<file path="config.mk">
export PLATFORM = sky130hd
export DESIGN_NAME = ext_irq_and_vector_relocation
export DESIGN_NICKNAME = d
export VERILOG_FILES = /design/src/ext_irq_pkg.sv /design/src/ext_irq_and_vector_relocation.sv
export SDC_FILE = /design/constraint.sdc
export NUM_CORES = 1
export LEC_CHECK = 0
export BUFFER_PORTS_ARGS = -buffer_cell sky130_fd_sc_hd__clkbuf_2
export CAP_MARGIN = 20
export CORE_MARGIN = 4
export CORE_UTILIZATION = 45
export DETAILED_ROUTE_END_ITERATION = 12
export PLACE_DENSITY = 0.77
export SYNTH_ARGS = -nofsm -noshare
export SYNTH_HDL_FRONTEND = slang
export SYNTH_SLANG_ARGS = --single-unit
</file>
<file path="constraint.sdc">
create_clock -name i_mclk -period 1.78 [get_ports i_mclk]
set_clock_uncertainty 0.1 [all_clocks]
set_input_delay 0.089 -clock i_mclk [delete_from_list [all_inputs] [get_ports i_mclk]]
set_output_delay 0.089 -clock i_mclk [all_outputs]
set_load 0.05 [all_outputs]
</file>
<file path="src/ext_irq_pkg.sv">
`default_nettype none
package ext_irq_pkg;
  // ***********************************************
  // register addresses
  // ***********************************************
  localparam logic [7:0] ADDR_MCU_CTRL = 8'h35;
  localparam logic [7:0] ADDR_FLAG = 8'h3c;
  localparam logic [7:0] ADDR_MASK = 8'h3d;
  localparam logic [7:0] ADDR_SENSE = 8'h69;
  localparam logic [7:0] ADDR_PAGE_BASE = 8'h75;
  localparam logic [7:0] ADDR_IRQ_STATUS = 8'h76;
  localparam logic [7:0] ADDR_IRQ_CLEAR = 8'h77;
  localparam logic [7:0] ADDR_IRQ_ENABLE = 8'h78;

  // ***********************************************
  // field layout
  // ***********************************************
  localparam int NUM_PINS = 2;
  localparam int BIT_UNLOCK = 0;
  localparam int BIT_RELOC = 1;
  localparam int SENSE_W = 2;
  localparam int SENSE_A_LSB = 0;
  localparam int SENSE_B_LSB = 2;
  localparam int IRQ_W = 5;
  localparam int EV_EDGE_A = 0;
  localparam int EV_EDGE_B = 1;
  localparam int EV_LOW_A = 2;
  localparam int EV_LOW_B = 3;
  localparam int EV_REJECT = 4;

  // ***********************************************
  // sense encodings
  // ***********************************************
  localparam logic [1:0] SENSE_LOW = 2'h0;
  localparam logic [1:0] SENSE_ANY = 2'h1;
  localparam logic [1:0] SENSE_FALL = 2'h2;
  localparam logic [1:0] SENSE_RISE = 2'h3;

  // ***********************************************
  // vectors and timing
  // ***********************************************
  localparam int VEC_W = 16;
  localparam logic [VEC_W-1:0] RESET_VECTOR = 16'h0000;
  localparam logic [7:0] PAGE_LOW_BITS = 8'h00;
  localparam logic [2:0] UNLOCK_WINDOW = 3'h6;
  localparam logic [2:0] WINDOW_LAST = 3'h1;
  localparam logic [7:0] REG_RESET = 8'h00;

  typedef enum logic {LOCKED, UNLOCKED} lock_state_t;
endpackage : ext_irq_pkg
`default_nettype wire

</file>
<file path="src/ext_irq_and_vector_relocation.sv">
// The strobed register port was chosen for this implementation.
`timescale 1ns/1ps
`default_nettype none
module ext_irq_and_vector_relocation
  import ext_irq_pkg::*;
(
  input wire logic i_mclk,
  input wire logic i_rst_n,
  input wire logic [7:0] i_addr,
  input wire logic [7:0] i_wdata,
  input wire logic i_wr,
  input wire logic i_rd,
  output logic [7:0] o_rdata,
  input wire logic i_ext_irq_pin_a,
  input wire logic i_ext_irq_pin_b,
  input wire logic i_global_ie,
  input wire logic i_irq_ack_a,
  input wire logic i_irq_ack_b,
  output logic o_req_a,
  output logic o_req_b,
  output logic o_wake,
  input wire logic [VEC_W-1:0] i_vec_addr,
  output logic [VEC_W-1:0] o_vec_addr,
  output logic o_irq
);

  // ***********************************************
  // state
  // ***********************************************
  typedef struct packed {
    logic [NUM_PINS-1:0] s1;
    logic [NUM_PINS-1:0] s2;
    logic [NUM_PINS-1:0] s3;
    logic [NUM_PINS-1:0] lvl;
    logic [NUM_PINS-1:0] primed;
    logic [NUM_PINS-1:0] flag;
    logic [NUM_PINS-1:0] mask;
    logic [2*SENSE_W-1:0] sense;
    logic reloc;
    lock_state_t lock;
    logic [2:0] win_cnt;
    logic [7:0] page_base;
    logic [IRQ_W-1:0] ists;
    logic [IRQ_W-1:0] ien;
    logic [7:0] rdata;
    logic [NUM_PINS-1:0] req;
    logic wake;
    logic [VEC_W-1:0] vec;
    logic irq;
  } state_t;

  state_t st_q;
  state_t st_d;
  logic [NUM_PINS-1:0] pins;
  logic [NUM_PINS-1:0] acks;

  // pads are read whatever the pin direction
  assign pins = {i_ext_irq_pin_b, i_ext_irq_pin_a};
  assign acks = {i_irq_ack_b, i_irq_ack_a};

  // ***********************************************
  // next state
  // ***********************************************
  always_comb begin
    logic [NUM_PINS-1:0] rise;
    logic [NUM_PINS-1:0] fall;
    logic [NUM_PINS-1:0] hit;
    logic [NUM_PINS-1:0] low;
    logic [NUM_PINS-1:0] clr;
    logic [1:0] mode;
    logic [IRQ_W-1:0] ev;
    logic wr_ctrl;
    logic wr_flag;
    rise = '0;
    fall = '0;
    hit = '0;
    low = '0;
    clr = '0;
    mode = SENSE_LOW;
    ev = '0;
    st_d = st_q;
    wr_ctrl = i_wr && (i_addr == ADDR_MCU_CTRL);
    wr_flag = i_wr && (i_addr == ADDR_FLAG);

    // per pin: sync, filter, edge, flag, request
    for (int i = 0; i < NUM_PINS; i++) begin
      st_d.s1[i] = pins[i];
      st_d.s2[i] = st_q.s1[i];
      st_d.s3[i] = st_q.s2[i];
      // level accepted once second and third stages agree
      if (st_q.s2[i] == st_q.s3[i]) begin
        st_d.lvl[i] = st_q.s3[i];
        st_d.primed[i] = 1'b1;
      end
      // successive accepted samples give the edge
      rise[i] = st_q.primed[i] && !st_q.lvl[i] && st_d.lvl[i];
      fall[i] = st_q.primed[i] && st_q.lvl[i] && !st_d.lvl[i];
      mode = st_q.sense[i*SENSE_W +: SENSE_W];
      case (mode)
        SENSE_ANY: hit[i] = rise[i] || fall[i];
        SENSE_FALL: hit[i] = fall[i];
        SENSE_RISE: hit[i] = rise[i];
        default: hit[i] = 1'b0;
      endcase
      // low mode follows the pin level, no edge needed
      low[i] = (mode == SENSE_LOW) && st_q.primed[i] && !st_q.lvl[i];
      // service or a written one clears; a new edge wins
      clr[i] = acks[i] || (wr_flag && i_wdata[i]);
      st_d.flag[i] = hit[i] || (st_q.flag[i] && !clr[i]);
      if (mode == SENSE_LOW) begin
        st_d.req[i] = i_global_ie && st_q.mask[i] && low[i];
      end else begin
        st_d.req[i] = i_global_ie && st_q.mask[i] && st_q.flag[i];
      end
    end

    // wake request from an enabled low level
    st_d.wake = |(st_q.mask & low);

    // plain registers
    if (i_wr && (i_addr == ADDR_MASK)) begin
      st_d.mask = i_wdata[NUM_PINS-1:0];
    end
    if (i_wr && (i_addr == ADDR_SENSE)) begin
      st_d.sense = i_wdata[2*SENSE_W-1:0];
    end
    if (i_wr && (i_addr == ADDR_PAGE_BASE)) begin
      st_d.page_base = i_wdata;
    end
    if (i_wr && (i_addr == ADDR_IRQ_ENABLE)) begin
      st_d.ien = i_wdata[IRQ_W-1:0];
    end

    // guarded control register
    case (st_q.lock)
      LOCKED: begin
        if (wr_ctrl && i_wdata[BIT_UNLOCK]) begin
          st_d.lock = UNLOCKED;
          st_d.win_cnt = UNLOCK_WINDOW;
        end else if (wr_ctrl) begin
          ev[EV_REJECT] = 1'b1;
        end
      end
      UNLOCKED: begin
        if (wr_ctrl) begin
          st_d.reloc = i_wdata[BIT_RELOC];
          st_d.lock = LOCKED;
        end else if (st_q.win_cnt == WINDOW_LAST) begin
          st_d.lock = LOCKED;
        end else begin
          st_d.win_cnt = st_q.win_cnt - WINDOW_LAST;
        end
      end
      default: st_d.lock = LOCKED;
    endcase

    // vector address for the core
    if (i_vec_addr == RESET_VECTOR) begin
      st_d.vec = RESET_VECTOR;
    end else if (st_q.reloc) begin
      st_d.vec = {st_q.page_base, PAGE_LOW_BITS} + i_vec_addr;
    end else begin
      st_d.vec = i_vec_addr;
    end

    // sticky events, set wins over clear
    ev[EV_EDGE_A] = hit[0];
    ev[EV_EDGE_B] = hit[1];
    ev[EV_LOW_A] = low[0];
    ev[EV_LOW_B] = low[1];
    if (i_wr && (i_addr == ADDR_IRQ_CLEAR)) begin
      st_d.ists = ev | (st_q.ists & ~i_wdata[IRQ_W-1:0]);
    end else begin
      st_d.ists = ev | st_q.ists;
    end
    st_d.irq = |(st_q.ists & st_q.ien);

    // read data, valid in the cycle after the strobe only
    st_d.rdata = REG_RESET;
    if (i_rd) begin
      case (i_addr)
        ADDR_MCU_CTRL: begin
          st_d.rdata[BIT_UNLOCK] = (st_q.lock == UNLOCKED);
          st_d.rdata[BIT_RELOC] = st_q.reloc;
        end
        ADDR_FLAG: st_d.rdata[NUM_PINS-1:0] = st_q.flag;
        ADDR_MASK: st_d.rdata[NUM_PINS-1:0] = st_q.mask;
        ADDR_SENSE: st_d.rdata[2*SENSE_W-1:0] = st_q.sense;
        ADDR_PAGE_BASE: st_d.rdata = st_q.page_base;
        ADDR_IRQ_STATUS: st_d.rdata[IRQ_W-1:0] = st_q.ists;
        ADDR_IRQ_ENABLE: st_d.rdata[IRQ_W-1:0] = st_q.ien;
        default: st_d.rdata = REG_RESET;
      endcase
    end
  end

  // ***********************************************
  // registers
  // ***********************************************
  always_ff @(posedge i_mclk) begin
    if (!i_rst_n) begin
      st_q <= '0;
      // sync chain starts at the idle high pad level, so no false edge follows reset
      st_q.s1 <= '1;
      st_q.s2 <= '1;
      st_q.s3 <= '1;
      st_q.lvl <= '1;
    end else begin
      st_q <= st_d;
    end
  end

  // outputs straight from flops
  assign o_rdata = st_q.rdata;
  assign o_req_a = st_q.req[0];
  assign o_req_b = st_q.req[1];
  assign o_wake = st_q.wake;
  assign o_vec_addr = st_q.vec;
  assign o_irq = st_q.irq;

endmodule : ext_irq_and_vector_relocation
`default_nettype wire

</file>
# Word level (Yosys, flattened, before mapping)
# Index checks and enable logic that the tools add are counted.
[word_totals] ff_bits=69 inputBits=41 elab_cells=123
[op_classes] addsub=2 eq_ne=20 n_mux=20 bitwise=8 n_reduce_logical=52
[ops] operator="$eq A8 B7 Y1 const B" count=5
[ops] operator="$logic_and A1 B1 Y1" count=30
[ops] operator="$eq A8 B6 Y1 const B" count=3
[ops] operator="$add A16 B16 Y16" count=1
[ops] operator="$logic_not A16 Y1" count=1
[ops] operator="$mux W16" count=1
[ops] operator="$pmux W2 S7" count=1
[ops] operator="$and A5 B5 Y5" count=2
[ops] operator="$or A5 B5 Y5" count=2
[ops] operator="$mux W1" count=9
[ops] operator="$pmux W1 S3" count=3
[ops] operator="$eq A2 B2 Y1 const B" count=4
[ops] operator="$pmux W2 S4" count=1
[ops] operator="$pmux W4 S2" count=1
[ops] operator="$logic_not A1 Y1" count=6
[ops] operator="$logic_or A1 B1 Y1" count=6
[ops] operator="$mux W3" count=2
[ops] operator="$ne A2 B2 Y1 const B" count=3
[ops] operator="$reduce_and A3 Y1" count=2
[ops] operator="$mux W5" count=1
[ops] operator="$not A5 Y5" count=1
[ops] operator="$reduce_or A5 Y1" count=1
[ops] operator="$eq A2 B1 Y1 const B" count=2
[ops] operator="$logic_not A2 Y1" count=2
[ops] operator="other kinds (8)" count=12

# Logic depth before layout (Yosys ltp)
[depth] word_depth=8 mapped_depth=8

# Worst setup path after synthesis
# OpenSTA, ideal clock, no wires.
[synth_timing] path_kind="register to register" start="reg st_q[38] (netlist name)" end="reg st_q (netlist bit o_vec_addr[14])" setup_time_ps=122 arrival_time_ps=1496 t_required_ps=1558 setup_slack_ps=61 stages_incl_launch_ff=9 n_path_buf=0 synth_period_minus_slack_ps=1719 path_cell_list="dfxtp_1 > ha_1 > inv_1 > fa_1 > nor2b_1 > o31a_1 > o21ai_1 > mux2i_1 > a21oi_1"
[synth_via] elab_chain_len=2
[synth_rtl] element="from (decl)" line_no="ext_irq_and_vector_relocation.sv:52" text="state_t st_q;"
[synth_rtl] element="from (signal assigned)" line_no="ext_irq_and_vector_relocation.sv:209" text="st_q <= st_d;"
[synth_rtl] element="$add A16 B16 Y16" line_no="ext_irq_and_vector_relocation.sv:161" text="st_d.vec = {st_q.page_base, PAGE_LOW_BITS} + i_vec_addr;"
[synth_rtl] element="$mux W16" line_no="ext_irq_and_vector_relocation.sv:160" text="end else if (st_q.reloc) begin"
# Every way passes these cells.
# A chain may end at the register's enable or synchronous reset.

# Worst setup path after layout
[layout_timing] start="reg st_q[43] (netlist name)" end="reg st_q (netlist bit o_vec_addr[15])"
# Same word-level chain as after synthesis.

==> flow_metrics.env <==
export IMPL_grt_max_degree=32
export IMPL_p_leak_uw=0.00175
export IMPL_yosysTopAreaCell="dfxtp_1"
export IMPL_ios=69
export IMPL_fillers=660
export IMPL_timing_hold_ws_ns=0.0221
export IMPL_syn_to_final_growth_pct=26.3
export IMPL_worstSetupPathType="reg -> reg"
export IMPL_synth_seq_cells=69
export IMPL_seq_area_um2=1390
export IMPL_setup_violations_final=2
export IMPL_io_buffer_count=68
export IMPL_cts_tree="yes"
export IMPL_min_delay_start="i_wdata[0]"
export IMPL_drt_iter0_drc=132
export IMPL_worstMarginPinSlew_ns=0.497
export IMPL_rr_startpoint="st_q[43]"
export IMPL_clockBufferDepth=2
export IMPL_cts_buffers=9
export IMPL_core_area_um2=7250
export IMPL_ys_warn_count=0
export IMPL_antenna_cells=0
export IMPL_drtPass1Iterations=6
export IMPL_power_density_nw_per_um2=789
export IMPL_multi_input_area_um2=1790
export IMPL_vdd_drop_max_mv=0.382
export IMPL_clock_sink_count=69
export IMPL_fmax_mhz=556
export IMPL_hold_viol=0
export IMPL_failed_checks="setup timing"
export IMPL_ys_seq_area_share_pct=41.1
export IMPL_worstPathArrival_ns=1.92
export IMPL_power_uw=3350
export IMPL_synthFlopType="dfxtp_1"
export IMPL_power_frac_seq_pct=47.3
export IMPL_cp_endpoint="o_vec_addr[15]"
export IMPL_start_util_pct=46.4
export IMPL_vias_per_cell=5.27
export IMPL_wl_um=8710
export IMPL_drc=0
export IMPL_clock_root_buffer="clkbuf_8"
export IMPL_place_congestion=0.879
export IMPL_via_count=3000
export IMPL_antenna_found_initial=0
export IMPL_clockPowerShare_pct=42.5
export IMPL_power_net_switching_uw=814
export IMPL_fin_nets=516
export IMPL_grt_setup_unrepaired="true"
export IMPL_post_cts_setup_buffers=0
export IMPL_internal_power_uw=2540
export IMPL_drt_wirelength_per_cell_um=15.3
export IMPL_swShare_pct=24.3
export IMPL_syn_nets=434
export IMPL_r2r_end="o_vec_addr[15]"
export IMPL_async_flop_share_pct=0
export IMPL_grt_pass1_wl_um=14300
export IMPL_fin_crit_ns=1.80
export IMPL_syn_avg_cell_area_um2=8.78
export IMPL_r2r_worst_path_cells=6
export IMPL_path_cells="ha_1, o21ai_0, o21bai_1, a21oi_1, o311ai_2, o41ai_2"
export IMPL_endpoint_kind="register"
export IMPL_die_h_um=94.5
export IMPL_path_clk_slew_ns=0.07
export IMPL_r2r_slack_ns=-0.02
export IMPL_slowest_delay_ns=0.35
export IMPL_startpoint="st_q[43]"
export IMPL_finalMaxSlewViolations=0
export IMPL_htreeDepth=3
export IMPL_die_area_um2=8920
export IMPL_hold_path_class="in -> reg"
export IMPL_clock_latency_ns=0.35
export IMPL_slew_headroom_pct=66.7
export IMPL_fin_util_pct=58.6
export IMPL_die_w_um=94.5
export IMPL_grt_pass1_vias=3016
export IMPL_critPathRequiredTime_ns=1.90
export IMPL_grt_overflow=0
export IMPL_crit_slowest_cell="ha_1"
export IMPL_start_kind="register"
export IMPL_dp_hpwl_um=6300
export IMPL_yosys_top_cells_area="dfxtp_1 (41%), buf_4 (5.4%), a21oi_1 (4.6%)"
export IMPL_status="complete, but fails checks"
export IMPL_maxCapViolCount=0
export IMPL_finalCritPeriodShare_pct=101
export IMPL_syn_area_um2=3360
export IMPL_postRouteAntennaNets=0
export IMPL_synth_edf_count=0
export IMPL_row_count=31
export IMPL_power_frac_comb_pct=10.2
export IMPL_synth_top_area_share_pct=41.1
export IMPL_setup_ws_ns=-0.0193
export IMPL_gr_usage_all_layers_pct=20.7
export IMPL_cp_max_fo=4
export IMPL_place_area_um2=3690
export IMPL_netlist_cell_type_count=57
export IMPL_synthCells=383
export IMPL_fin_area_um2=4250
export IMPL_layout_drive_gt1_share_pct=26.8
==> flip-flops by register name (all words and copies together) (netlist names) <==
name,count
o_req_b,1
o_irq,1
o_vec_addr,16
o_rdata,8
st_d,4
st_q,37
o_req_a,1
o_wake,1
==> placed cells by master, fill, tap and decap left out, drive strengths merged, types with 3 or more instances in the layout <==
master	Yosys	layout
mux2i	14	14
and2	13	13
dfxtp	69	69
dlygate4sd3	0	25
nor3	8	8
nor2	41	41
nand3	19	19
o21a	5	5
and3	5	5
inv	11	11
ha	9	9
nor2b	4	4
nand2b	9	9
a21oi	31	31
o21bai	3	3
clkbuf	7	79
o21ai	15	15
nand4b	3	3
xnor2	3	3
nor4	6	6
a22oi	8	8
nand2	33	33
a21boi	4	4
buf	28	13
a211oi	4	4
nor4b	6	6
==> synth_stat cells, types with 4 or more instances <==
cell type,instances
a21oi_1,31
nor4_1,6
nor2_1,39
clkbuf_1,7
inv_1,11
o21a_1,5
a22oi_1,8
mux2i_1,14
nor3_1,7
and3_1,4
o21ai_0,11
a21boi_0,4
nor4b_1,4
and2_1,12
o21ai_1,4
dfxtp_1,69
nor2b_1,4
nand2_1,32
nand3_1,19
ha_1,9
buf_4,24
nand2b_1,9
==> cell families after synthesis <==
logic type      share of synthesized area, %
fa+ha+maj                               3.94
xor+xnor                                1.04
buf+inv                                 8.29
compound gates                          15.4
flops                                   41.1
mux                                     4.16
simple gates                            26.1
==> final cells by class <==
class | count | area share (%)
well taps | 99 | 2.91
inverters | 11 | 0.971
flip-flops and latches | 69 | 32.6
clock buffers | 11 | 3.33
repair buffers | 106 | 16.2
clock inverters | 5 | 1.97
multi-input cells | 268 | 42.0
==> through the flow <==
stage	worst slack (ns)	setup TNS, ns	cells
2_1_floorplan	0.0612	0	383
3_3_place_gp	-0.0258	-0.0271	528
3_5_place_dp	-0.109	-0.202	528
4_1_cts	-0.00341	-0.00341	569
5_1_grt	-0.142	-0.217	569
6_report	-0.0193	-0.0291	569
==> layer usage <==
metal  track usage, %  part of all wire, %  vias up
met1             24.9                   42     1385
met3             4.94                  6.8       16
li1                 -                    -     1500
met5                0                    0        -
met4             10.8                  2.4        0
met2             34.5                   49       99
==> power groups by stage <==
stage	clock, uW	sequential, uW	combinational (uW)
6_report	1420	1590	342
5_1_grt	1530	1590	369
4_1_cts	1460	1590	336
3_5_place_dp	0	1620	288
3_3_place_gp	0	1620	285
2_1_floorplan	0	1620	199
==> critical path: cells and delay by family (launching register included) <==
kind,cells,cell delay [ns]
adder cells (fa/ha/maj),1,0.35
AO/OA/AOI/OAI,5,0.89
flip-flops,1,0.34
==> repair_timing <==
action | in CTS | in global routing
resized for setup | 9 | 12
setup endpoints to repair | 3 | 4
pin swaps | 3 | 7
hold buffers | 25 | 0
hold endpoints to repair | 37 | 0
==> how the worst min path moves through the flow <==
stage	to	slack [ns]	depth (start not counted)
after global routing	o_vec_addr[14]	0.02	3
after CTS	st_q[51]	0.004	3
after floorplan	st_d[65]	0.09	1
after detailed placement	st_d[65]	0.17	2
after global placement	st_d[66]	0.17	2
final	st_q[38]	0.02	3
Power figures use the tool's default switching activity.
